### src/rmblc_params.svh
// Purpose: Offsets, field positions, reset values and timing counts
// Assumes: Included by the serial port and control design files of the reset/mode block
// Notes:   Definitions only
`ifndef RMBLC_PARAMS_SVH
`define RMBLC_PARAMS_SVH

// ----------------------------------------------------------------------
// Register offsets (7-bit serial address)
// ----------------------------------------------------------------------
`define RMBLC_OFS_SOFT_RESET   7'h00
`define RMBLC_OFS_ADC_LOW_PWR  7'h07
`define RMBLC_OFS_TEST_LOOP    7'h0d
`define RMBLC_OFS_RX_BIAS      7'h13

// ----------------------------------------------------------------------
// Field positions
// ----------------------------------------------------------------------
`define RMBLC_BIT_SOFT_RESET   5
`define RMBLC_BIT_ADC_LOW_PWR  4
`define RMBLC_BIT_ANA_LOOP     7
`define RMBLC_BIT_DIG_LOOP     6
`define RMBLC_BIT_RX_TRISTATE  5
`define RMBLC_ADC_LP_BIAS      3'h3

// ----------------------------------------------------------------------
// Reset values; low-power defaults per strap pair {duplex, default_select}
// ----------------------------------------------------------------------
`define RMBLC_DEF_ADC_LP_00    8'h00
`define RMBLC_DEF_ADC_LP_01    8'h00
`define RMBLC_DEF_ADC_LP_10    8'h00
`define RMBLC_DEF_ADC_LP_11    8'h00
`define RMBLC_DEF_TEST_LOOP    8'h00
`define RMBLC_DEF_RX_BIAS      8'h00

// ----------------------------------------------------------------------
// Timing
// ----------------------------------------------------------------------
`define RMBLC_CLK_PERIOD_NS    10
`define RMBLC_RESET_MIN_NS     50
`define RMBLC_RESET_MIN_CYC    \
	((`RMBLC_RESET_MIN_NS + `RMBLC_CLK_PERIOD_NS - 1) / `RMBLC_CLK_PERIOD_NS)

`endif

### src/rmblc_pkg.sv
// Purpose: Shared types of the reset/mode block
// Assumes: Nothing
// Notes:   Constants live in rmblc_params.svh
package rmblc_pkg;
	typedef logic [7:0] rmblc_byte_t;
	typedef logic [6:0] rmblc_addr_t;
	typedef enum logic [1:0] {
		RMBLC_SP_IDLE,
		RMBLC_SP_HEAD,
		RMBLC_SP_DATA,
		RMBLC_SP_DONE
	} rmblc_sp_state_t;
endpackage : rmblc_pkg

### src/rmblc_sync.sv
// Purpose: Three-stage input synchroniser with agreement filter
// Assumes: Input is asynchronous to SYS_CLK
// Notes:   Output moves only when stages two and three agree
`timescale 1ns/100ps
`default_nettype none
module rmblc_sync #(
	parameter int W = 1,
	parameter logic [W-1:0] INIT = '0
) (
	input  wire logic         clk_i,   // System clock
	input  wire logic         rst_i,   // Async reset, high
	input  wire logic [W-1:0] d_i,     // Raw pin level
	output logic      [W-1:0] q_o      // Filtered level
);
	logic [W-1:0] s1;
	logic [W-1:0] s2;
	logic [W-1:0] s3;

	always_ff @(posedge clk_i or posedge rst_i) begin
		if (rst_i) begin
			s1 <= INIT;
			s2 <= INIT;
			s3 <= INIT;
		end else begin
			s1 <= d_i;
			s2 <= s1;
			s3 <= s2;
		end
	end

	// Per bit, a change counts only once two stages agree
	always_ff @(posedge clk_i or posedge rst_i) begin
		if (rst_i) begin
			q_o <= INIT;
		end else begin
			q_o <= (s2 & s3) | (q_o & (s2 ^ s3));
		end
	end
endmodule : rmblc_sync
`default_nettype wire

### src/rmblc_serial.sv
// Purpose: Serial configuration port slave, sampled on SYS_CLK
// Assumes: Filtered select, clock and data levels; 16-bit frames
// Notes:   Frame is R/W, 7 address bits, 8 data bits, MSB first
`timescale 1ns/100ps
`default_nettype none
`include "rmblc_params.svh"
module rmblc_serial (
	input  wire logic                 clk_i,     // System clock
	input  wire logic                 rst_i,     // Async reset, high
	input  wire logic                 sel_n_i,   // Port select, low
	input  wire logic                 sclk_i,    // Serial clock level
	input  wire logic                 sdi_i,     // Serial data in
	input  wire rmblc_pkg::rmblc_byte_t rdata_i, // Read data for addr_o
	output rmblc_pkg::rmblc_addr_t    addr_o,    // Frame address
	output rmblc_pkg::rmblc_byte_t    wdata_o,   // Write data
	output logic                      wr_o,      // Write strobe, pulse
	output logic                      sdo_o,     // Serial data out
	output logic                      sdo_oe_o   // Drive enable
);
	import rmblc_pkg::*;

	rmblc_sp_state_t state;
	logic            sclk_q;
	logic            rd;
	logic            loaded;
	logic [2:0]      cnt;
	rmblc_byte_t     sr;
	logic            rise;
	logic            fall;

	assign rise = sclk_i & ~sclk_q;
	assign fall = ~sclk_i & sclk_q;

	always_ff @(posedge clk_i or posedge rst_i) begin
		if (rst_i) begin
			sclk_q <= 1'b0;
		end else begin
			sclk_q <= sclk_i;
		end
	end

	// A high select always ends the frame: the port stays idle
	always_ff @(posedge clk_i or posedge rst_i) begin
		if (rst_i) begin
			state  <= RMBLC_SP_IDLE;
			cnt    <= 3'h0;
			sr     <= 8'h00;
			rd     <= 1'b0;
			addr_o <= 7'h00;
			wr_o   <= 1'b0;
			wdata_o <= 8'h00;
		end else begin
			wr_o <= 1'b0;
			if (sel_n_i) begin
				state <= RMBLC_SP_IDLE;
			end else begin
				case (state)
				RMBLC_SP_IDLE: begin
					cnt   <= 3'h0;
					state <= RMBLC_SP_HEAD;
				end
				RMBLC_SP_HEAD: begin
					if (rise) begin
						sr  <= {sr[6:0], sdi_i};
						cnt <= cnt + 3'h1;
						if (cnt == 3'h7) begin
							rd     <= sr[6];
							addr_o <= {sr[5:0], sdi_i};
							state  <= RMBLC_SP_DATA;
						end
					end
				end
				RMBLC_SP_DATA: begin
					if (rise) begin
						sr  <= {sr[6:0], sdi_i};
						cnt <= cnt + 3'h1;
						if (cnt == 3'h7) begin
							wr_o    <= ~rd;
							wdata_o <= {sr[6:0], sdi_i};
							state   <= RMBLC_SP_DONE;
						end
					end
				end
				default: begin
					state <= RMBLC_SP_DONE;
				end
				endcase
			end
		end
	end

	// Read data leaves on falling edges; the first fall loads the byte
	always_ff @(posedge clk_i or posedge rst_i) begin
		if (rst_i) begin
			sdo_o    <= 1'b0;
			sdo_oe_o <= 1'b0;
			loaded   <= 1'b0;
		end else if (sel_n_i || state != RMBLC_SP_DATA || !rd) begin
			sdo_oe_o <= 1'b0;
			loaded   <= 1'b0;
		end else if (fall) begin
			sdo_oe_o <= 1'b1;
			loaded   <= 1'b1;
			if (!loaded) begin
				sdo_o <= rdata_i[7];
			end else begin
				sdo_o <= rdata_i[3'h7 - cnt];
			end
		end
	end
endmodule : rmblc_serial
`default_nettype wire

### src/rmblc_ctrl.sv
// Purpose: Strap defaults, resets, bias fields and loopback controls
// Assumes: All pins asynchronous; RX_WORD_I, TX_WORD_I, ADC_DATA_I are
//          on SYS_CLK
// Notes:   Registers reached only through the serial configuration port
//
// How it works
// - Duplex strap low selects half duplex, high selects full duplex.
// - The low-power register default comes from the duplex and default-select straps.
// - Port select held high keeps the serial port idle; defaults apply.
// - Reset pin low or writing bit 5 of 0x00 reloads strap defaults.
// - Only hardware reset starts calibration and filter tuning.
// - No reset clears the transmit interpolation filter contents.
// - Defaults load when reset falls; calibration starts when it rises.
// - Analog loopback feeds converter output into the transmit path.
// - Digital loopback returns transmit port words on the receive port.
// - Receive port tri-state bit floats receive outputs in any mode.
// - Bias register: gain bias 7:5, sampled bias 4:3, converter 2:0.
// - Bias register reads zero after any reset.
// - Converter low-power bit equals converter bias field value 011.
`timescale 1ns/100ps
`default_nettype none
`include "rmblc_params.svh"
module rmblc_ctrl #(
	parameter int TX_W  = 6,
	parameter int ADC_W = 12
) (
	input  wire logic             SYS_CLK_I,        // 100 MHz clock
	input  wire logic             SYS_RST_I,        // Async reset, high
	input  wire logic             RESET_N_I,        // Reset pin, low
	input  wire logic             MODE_I,           // Duplex strap
	input  wire logic             CONFIG_I,         // Default-select strap
	input  wire logic             PORT_SELECT_N_I,  // Serial select, low
	input  wire logic             SCLK_I,           // Serial clock pin
	input  wire logic             SDIO_I,           // Serial data in
	output logic                  SDIO_O,           // Serial data out
	output logic                  SDIO_OE_O,        // Serial drive enable
	input  wire logic [TX_W-1:0]  TX_DATA_I,        // Transmit port pins
	input  wire logic [ADC_W-1:0] TX_WORD_I,        // Assembled host word
	input  wire logic [ADC_W-1:0] ADC_DATA_I,       // Converter output
	input  wire logic [TX_W-1:0]  RX_WORD_I,        // Normal receive nibble
	output logic      [ADC_W-1:0] TX_PATH_DATA_O,   // To interpolator
	output logic      [TX_W-1:0]  RX_DATA_O,        // Receive port pins
	output logic                  RX_DATA_OE_O,     // Receive drive enable
	output logic                  DUPLEX_FULL_O,    // 1 = full duplex
	output logic                  CAL_START_O,      // Calibration pulse
	output logic                  DEFAULTS_LOAD_O,  // Defaults reloaded
	output logic      [2:0]       CONT_GAIN_BIAS_O, // Gain stage bias
	output logic      [1:0]       SAMP_GAIN_BIAS_O, // Sampled stage bias
	output logic      [2:0]       ADC_BIAS_O        // Converter bias
);
	import rmblc_pkg::*;

	// ------------------------------------------------------------------
	// Pin synchronisers
	// ------------------------------------------------------------------
	logic            rst_n_f;
	logic [1:0]      strap_f;
	logic [2:0]      sp_f;
	logic [TX_W-1:0] tx_pin_f;

	// The pin must stay low for the filter to see it; a host pulse of
	// RESET_MIN_CYC cycles outlasts the agreement window
	rmblc_sync #(.W(1), .INIT(1'b0)) u_sync_rst (
		.clk_i (SYS_CLK_I),
		.rst_i (SYS_RST_I),
		.d_i   (RESET_N_I),
		.q_o   (rst_n_f)
	);

	rmblc_sync #(.W(2), .INIT(2'b00)) u_sync_strap (
		.clk_i (SYS_CLK_I),
		.rst_i (SYS_RST_I),
		.d_i   ({MODE_I, CONFIG_I}),
		.q_o   (strap_f)
	);

	rmblc_sync #(.W(3), .INIT(3'b100)) u_sync_sp (
		.clk_i (SYS_CLK_I),
		.rst_i (SYS_RST_I),
		.d_i   ({PORT_SELECT_N_I, SCLK_I, SDIO_I}),
		.q_o   (sp_f)
	);

	rmblc_sync #(.W(TX_W), .INIT('0)) u_sync_tx (
		.clk_i (SYS_CLK_I),
		.rst_i (SYS_RST_I),
		.d_i   (TX_DATA_I),
		.q_o   (tx_pin_f)
	);

	// ------------------------------------------------------------------
	// Reset sequencing
	// ------------------------------------------------------------------
	logic        rst_n_q;
	logic        hw_rst;
	logic        soft_rst;
	logic        load_defaults;
	logic [1:0]  strap;
	logic        sp_wr;
	rmblc_addr_t sp_addr;
	rmblc_byte_t sp_wdata;

	// Pin held low counts as reset from the first filtered low level;
	// the cycles after the block comes out of system reset count too, until the filter sees the pin high
	assign hw_rst   = ~rst_n_f;
	assign soft_rst = sp_wr && sp_addr == `RMBLC_OFS_SOFT_RESET &&
		sp_wdata[`RMBLC_BIT_SOFT_RESET];
	assign load_defaults = hw_rst | soft_rst;

	always_ff @(posedge SYS_CLK_I or posedge SYS_RST_I) begin
		if (SYS_RST_I) begin
			rst_n_q <= 1'b0;
		end else begin
			rst_n_q <= rst_n_f;
		end
	end

	// Tuning starts on the release, never on a soft reset
	always_ff @(posedge SYS_CLK_I or posedge SYS_RST_I) begin
		if (SYS_RST_I) begin
			CAL_START_O <= 1'b0;
		end else begin
			CAL_START_O <= rst_n_f & ~rst_n_q;
		end
	end

	always_ff @(posedge SYS_CLK_I or posedge SYS_RST_I) begin
		if (SYS_RST_I) begin
			DEFAULTS_LOAD_O <= 1'b0;
		end else begin
			DEFAULTS_LOAD_O <= load_defaults;
		end
	end

	// Straps are caught while a reset is in force, so later strap
	// wiggles do not disturb a running configuration
	always_ff @(posedge SYS_CLK_I or posedge SYS_RST_I) begin
		if (SYS_RST_I) begin
			strap <= 2'b00;
		end else if (load_defaults) begin
			strap <= strap_f;
		end
	end

	always_ff @(posedge SYS_CLK_I or posedge SYS_RST_I) begin
		if (SYS_RST_I) begin
			DUPLEX_FULL_O <= 1'b0;
		end else begin
			DUPLEX_FULL_O <= strap[1];
		end
	end

	// ------------------------------------------------------------------
	// Register file
	// ------------------------------------------------------------------
	rmblc_byte_t adc_low_power_ctrl;
	rmblc_byte_t test_loopback_ctrl;
	rmblc_byte_t rx_bias_adjust;
	rmblc_byte_t def_adc_lp;
	rmblc_byte_t rd_data;

	always_comb begin
		case (strap_f)
		2'b00:   def_adc_lp = `RMBLC_DEF_ADC_LP_00;
		2'b01:   def_adc_lp = `RMBLC_DEF_ADC_LP_01;
		2'b10:   def_adc_lp = `RMBLC_DEF_ADC_LP_10;
		default: def_adc_lp = `RMBLC_DEF_ADC_LP_11;
		endcase
	end

	// Defaults are forced every cycle the pin stays low
	always_ff @(posedge SYS_CLK_I or posedge SYS_RST_I) begin
		if (SYS_RST_I) begin
			adc_low_power_ctrl <= `RMBLC_DEF_ADC_LP_00;
		end else if (load_defaults) begin
			adc_low_power_ctrl <= def_adc_lp;
		end else if (sp_wr && sp_addr == `RMBLC_OFS_ADC_LOW_PWR) begin
			adc_low_power_ctrl <= sp_wdata;
		end
	end

	always_ff @(posedge SYS_CLK_I or posedge SYS_RST_I) begin
		if (SYS_RST_I) begin
			test_loopback_ctrl <= `RMBLC_DEF_TEST_LOOP;
		end else if (load_defaults) begin
			test_loopback_ctrl <= `RMBLC_DEF_TEST_LOOP;
		end else if (sp_wr && sp_addr == `RMBLC_OFS_TEST_LOOP) begin
			test_loopback_ctrl <= sp_wdata;
		end
	end

	always_ff @(posedge SYS_CLK_I or posedge SYS_RST_I) begin
		if (SYS_RST_I) begin
			rx_bias_adjust <= `RMBLC_DEF_RX_BIAS;
		end else if (load_defaults) begin
			rx_bias_adjust <= `RMBLC_DEF_RX_BIAS;
		end else if (sp_wr && sp_addr == `RMBLC_OFS_RX_BIAS) begin
			rx_bias_adjust <= sp_wdata;
		end
	end

	// Soft reset bit self-clears; its read shows the latched straps
	always_comb begin
		if (sp_addr == `RMBLC_OFS_SOFT_RESET) begin
			rd_data = {6'h00, strap};
		end else if (sp_addr == `RMBLC_OFS_ADC_LOW_PWR) begin
			rd_data = adc_low_power_ctrl;
		end else if (sp_addr == `RMBLC_OFS_TEST_LOOP) begin
			rd_data = test_loopback_ctrl;
		end else if (sp_addr == `RMBLC_OFS_RX_BIAS) begin
			rd_data = rx_bias_adjust;
		end else begin
			rd_data = 8'h00;
		end
	end

	// With select parked high the slave never leaves idle
	rmblc_serial u_serial (
		.clk_i    (SYS_CLK_I),
		.rst_i    (SYS_RST_I),
		.sel_n_i  (sp_f[2] | hw_rst),
		.sclk_i   (sp_f[1]),
		.sdi_i    (sp_f[0]),
		.rdata_i  (rd_data),
		.addr_o   (sp_addr),
		.wdata_o  (sp_wdata),
		.wr_o     (sp_wr),
		.sdo_o    (SDIO_O),
		.sdo_oe_o (SDIO_OE_O)
	);

	// ------------------------------------------------------------------
	// Bias outputs
	// ------------------------------------------------------------------
	always_ff @(posedge SYS_CLK_I or posedge SYS_RST_I) begin
		if (SYS_RST_I) begin
			CONT_GAIN_BIAS_O <= 3'h0;
			SAMP_GAIN_BIAS_O <= 2'h0;
			ADC_BIAS_O       <= 3'h0;
		end else begin
			CONT_GAIN_BIAS_O <= rx_bias_adjust[7:5];
			SAMP_GAIN_BIAS_O <= rx_bias_adjust[4:3];
			if (adc_low_power_ctrl[`RMBLC_BIT_ADC_LOW_PWR]) begin
				ADC_BIAS_O <= `RMBLC_ADC_LP_BIAS;
			end else begin
				ADC_BIAS_O <= rx_bias_adjust[2:0];
			end
		end
	end

	// ------------------------------------------------------------------
	// Data routing
	// ------------------------------------------------------------------
	// The transmit path register is only cleared by system reset; pin and
	// soft resets leave filter feed data alone, so a flush must be done
	// by streaming zeros
	always_ff @(posedge SYS_CLK_I or posedge SYS_RST_I) begin
		if (SYS_RST_I) begin
			TX_PATH_DATA_O <= '0;
		end else if (test_loopback_ctrl[`RMBLC_BIT_ANA_LOOP]) begin
			TX_PATH_DATA_O <= ADC_DATA_I;
		end else begin
			TX_PATH_DATA_O <= TX_WORD_I;
		end
	end

	always_ff @(posedge SYS_CLK_I or posedge SYS_RST_I) begin
		if (SYS_RST_I) begin
			RX_DATA_O <= '0;
		end else if (test_loopback_ctrl[`RMBLC_BIT_DIG_LOOP]) begin
			RX_DATA_O <= tx_pin_f;
		end else begin
			RX_DATA_O <= RX_WORD_I;
		end
	end

	// Float regardless of duplex mode
	always_ff @(posedge SYS_CLK_I or posedge SYS_RST_I) begin
		if (SYS_RST_I) begin
			RX_DATA_OE_O <= 1'b0;
		end else begin
			RX_DATA_OE_O <= ~test_loopback_ctrl[`RMBLC_BIT_RX_TRISTATE];
		end
	end
endmodule : rmblc_ctrl
`default_nettype wire

### config.mk
export PLATFORM = sky130hd
export DESIGN_NAME = rmblc_ctrl
export DESIGN_NICKNAME = d
export VERILOG_FILES = /design/src/rmblc_pkg.sv /design/src/rmblc_sync.sv /design/src/rmblc_serial.sv /design/src/rmblc_ctrl.sv
export VERILOG_INCLUDE_DIRS = /design/src
export SDC_FILE = /design/constraint.sdc
export NUM_CORES = 1
export LEC_CHECK = 0
export BUFFER_PORTS_ARGS = -buffer_cell sky130_fd_sc_hd__buf_4
export CAP_MARGIN = 20
export CORE_ASPECT_RATIO = 0.5
export CORE_UTILIZATION = 40
export CTS_CLUSTER_DIAMETER = 200
export DETAILED_ROUTE_END_ITERATION = 10
export SETUP_SLACK_MARGIN = 0.15
export SLEW_MARGIN = 20
export SYNTH_ARGS = -nofsm -noshare
export SYNTH_HDL_FRONTEND = slang
export SYNTH_SLANG_ARGS = --single-unit
export TNS_END_PERCENT = 5
### constraint.sdc
create_clock -name SYS_CLK_I -period 8.7 [get_ports SYS_CLK_I]
set_input_delay 1.74 -clock SYS_CLK_I [delete_from_list [all_inputs] [get_ports SYS_CLK_I]]
set_output_delay 1.74 -clock SYS_CLK_I [all_outputs]
set_load 0.01 [all_outputs]
==> results.cfg <==
[run_status]
status = complete, no violations

[global_routing]
grt_pass1_vias = 3251
grt_pass1_wl_um = 16700
grt_max_degree = 80
grt_antenna_before_repair = 0
gr-total-overflow = 0
track_usage = 0.164

[finish]
final_core_util = 0.520
layout-drive-gt1-share = 0.343
syn_to_final_growth_pct = 26.2
nNetsFinal = 531
n_fill_cell = 1110
stdcell_count = 651
antennaDiodeCount = 0

[worst_setup_path]
path_delay_family = flip-flops
cp.arrival_ps = 970
cp_num_cells = 1
startpoint_type = flop
crit_type = flop to output port
crit_chain = buf_4
crit_path_end_kind = output port
cp.required_ps = 6960
cpPeakStageDelay_ps = 410
crit_buf_inv = 1
rr_endpoint = strap[1]
critPathSlowestCell = dfrtp_1
critical_path.endpoint = SDIO_OE_O
crit_start = u_serial.loaded
path_max_fanout = 4
r2r_setup_slack_ps = 6340
rr_worst_depth = 5
r2r-start = u_serial.addr_o[0]

[detailed_routing]
drtIter0Drc = 126
drc_errors = 0
wl_per_cell_um = 15.3
via_per_inst = 4.92
met2_wirelength_um = 4340
routed.top_layer = met4
wl_um = 9960
wl_met1_um = 5030
routed-via-count = 3204
ant_nets = 0
wl_met3_um = 488
drt_pass1_iterations = 7

[clocking]
cts.clk_slew.worst_paths_ps = 60
cts-buffers-inserted = 17
postCtsHoldBufs = 0
cts_root_buf = clkbuf_16
clock_path_buffers = 2
cts_tree = built
cts_resized = 0
clk_latency_ps = 410
postCtsSetupBuffers = 0
htree_num_levels = 4
cts.sinks = 137

[floorplanning]
fp.dieArea_sq_um = 13600
core_sq_um = 12700
pin_count = 76
die_h_um = 83.0
initial_utilization = 0.412
rows = 29
dieWidth_um = 164

[synthesis]
syn_nets = 445
synth-seq-cells = 137
ys_async_sr_fraction = 1.00
ys.flop_type = dfrtp_1
synthCells = 382
synth_edf_count = 0
avgSynthCellArea_sq_um = 13.7
synth_warnings = 0
synth_cell_types = 48
synth_area_sq_um = 5250
yosysSeqAreaShare = 0.655

[timing]
slew_headroom = 0.564
tightest_slew_ps = 653
setup_viol = 0
hold_viol_final = 0
drv_slew = 0
fmax_mhz = 369
fin_hold_ws_ps = 347
clock_skew_ps = 4.60
post-route-period-util = 0.311
tns_ps = 0
layout_min_cycle_time_ps = 2710
rsz0062_at_grt = false

[pwr]
power.leakage_uw = 0.00311
peakVddDrop_mv = 0.112
power_density_nw_per_um2 = 228

[job]
cap_violations = 0

[placed_design]
portBuffers = 75
routabilityCongestion = 0.826
hpwl_um = 6760
placed_cells = 618

[worst_hold_path]
holdCritPathClass = flop to flop
stage by stage:
stage                     worst slack, ps  cell area [sq um]  power, uW
final                                5990               6620       1510
after global placement               5400               5980        783
after CTS                            5820               6590       1530
after global routing                 5940               6620       1580
after detailed placement             5370               5980        786
after floorplan                      3300               5250        744
cells by family after synthesis:
group | Yosys count | synth area share
simple gates | 98 | 0.0976
compound gates | 53 | 0.0654
flops | 137 | 0.655
fa+ha+maj | 19 | 0.0453
buf+inv | 17 | 0.0155
mux | 58 | 0.122
layout by cell type (no fill, tap or decap), drive strengths merged, types with 3 or more instances in the layout:
cell type / n
a21oi: 24
nand3: 28
clkinv: 5
ha: 19
mux2i: 12
bufinv: 3
nand2: 25
inv: 9
buf: 77
nor3: 5
nor2b: 4
dfrtp: 133
clkbuf: 20
mux2: 46
nor2: 18
a21o: 12
dfstp: 4
synthesized netlist by cell type (all sizes together), types with 2 or more instances:
cell type,instances,area share
inv,7,0.0050
dfrtp,133,0.63
nor2b,4,0.0048
nand4b,2,0.0033
o2bb2ai,2,0.0033
mux2i,12,0.023
mux2,46,0.099
o2111ai,2,0.0033
nand2,25,0.018
a21o,12,0.017
and3b,2,0.0033
or4,2,0.0029
o22ai,2,0.0024
a31oi,2,0.0024
dfstp,4,0.020
nand3,28,0.027
buf,4,0.0043
nor3,5,0.0057
ha,19,0.045
or2,2,0.0024
o311ai,2,0.0033
a21oi,24,0.023
nor2,18,0.015
clkbuf,6,0.0062
layer usage:
metal  track usage  up-vias
li1              -     1546
met1         0.236     1574
met2         0.230       74
met3        0.0514       10
met4        0.0606        0
met5             0        -
power by group:
| group | internal (uW) | switching, uW | leakage [uW] |
|---|---|---|---|
| logic | 43.4 | 41.3 | 0.00107 |
| registers | 667 | 21.6 | 0.00174 |
| clock network | 462 | 275 | 0.000291 |
| total | 1170 | 338 | 0.00311 |
worst min-delay path by stage:
stage / from / endpoint / slack, ps / cells after the start
floorplan: u_sync_rst.s1 / u_sync_rst.s2 / 330 / 0
global placement: u_sync_sp.s1[1] / u_sync_sp.s2[1] / 330 / 0
detailed placement: u_sync_rst.s1 / u_sync_rst.s2 / 340 / 0
CTS: u_sync_rst.s1 / u_sync_rst.s2 / 350 / 0
global route: u_sync_strap.s1[1] / u_sync_strap.s2[1] / 350 / 0
finish: u_sync_sp.s1[1] / u_sync_sp.s2[1] / 350 / 0
final cells by class:
cell class	count	area, sq um	area share
multi-input combinational	228	1730	0.261
tap	170	213	0.0321
timing repair buffer	77	598	0.0904
clock inverter	12	166	0.0251
clock buffer	20	447	0.0675
sequential	137	3430	0.519
inverter	7	31.3	0.00473
state kept, by name, indices dropped and copies added (netlist names), 6 cells and up:
signal,count
TX_PATH_DATA_O,12
rx_bias_adjust,8
u_serial.wdata_o,8
adc_low_power_ctrl,8
u_sync_tx.q_o,6
RX_DATA_O,6
u_sync_tx.s1,6
u_sync_tx.s3,6
u_serial.addr_o,7
test_loopback_ctrl,8
u_serial.sr,7
u_sync_tx.s2,6
No activity file was read; power rests on OpenSTA's default activity.
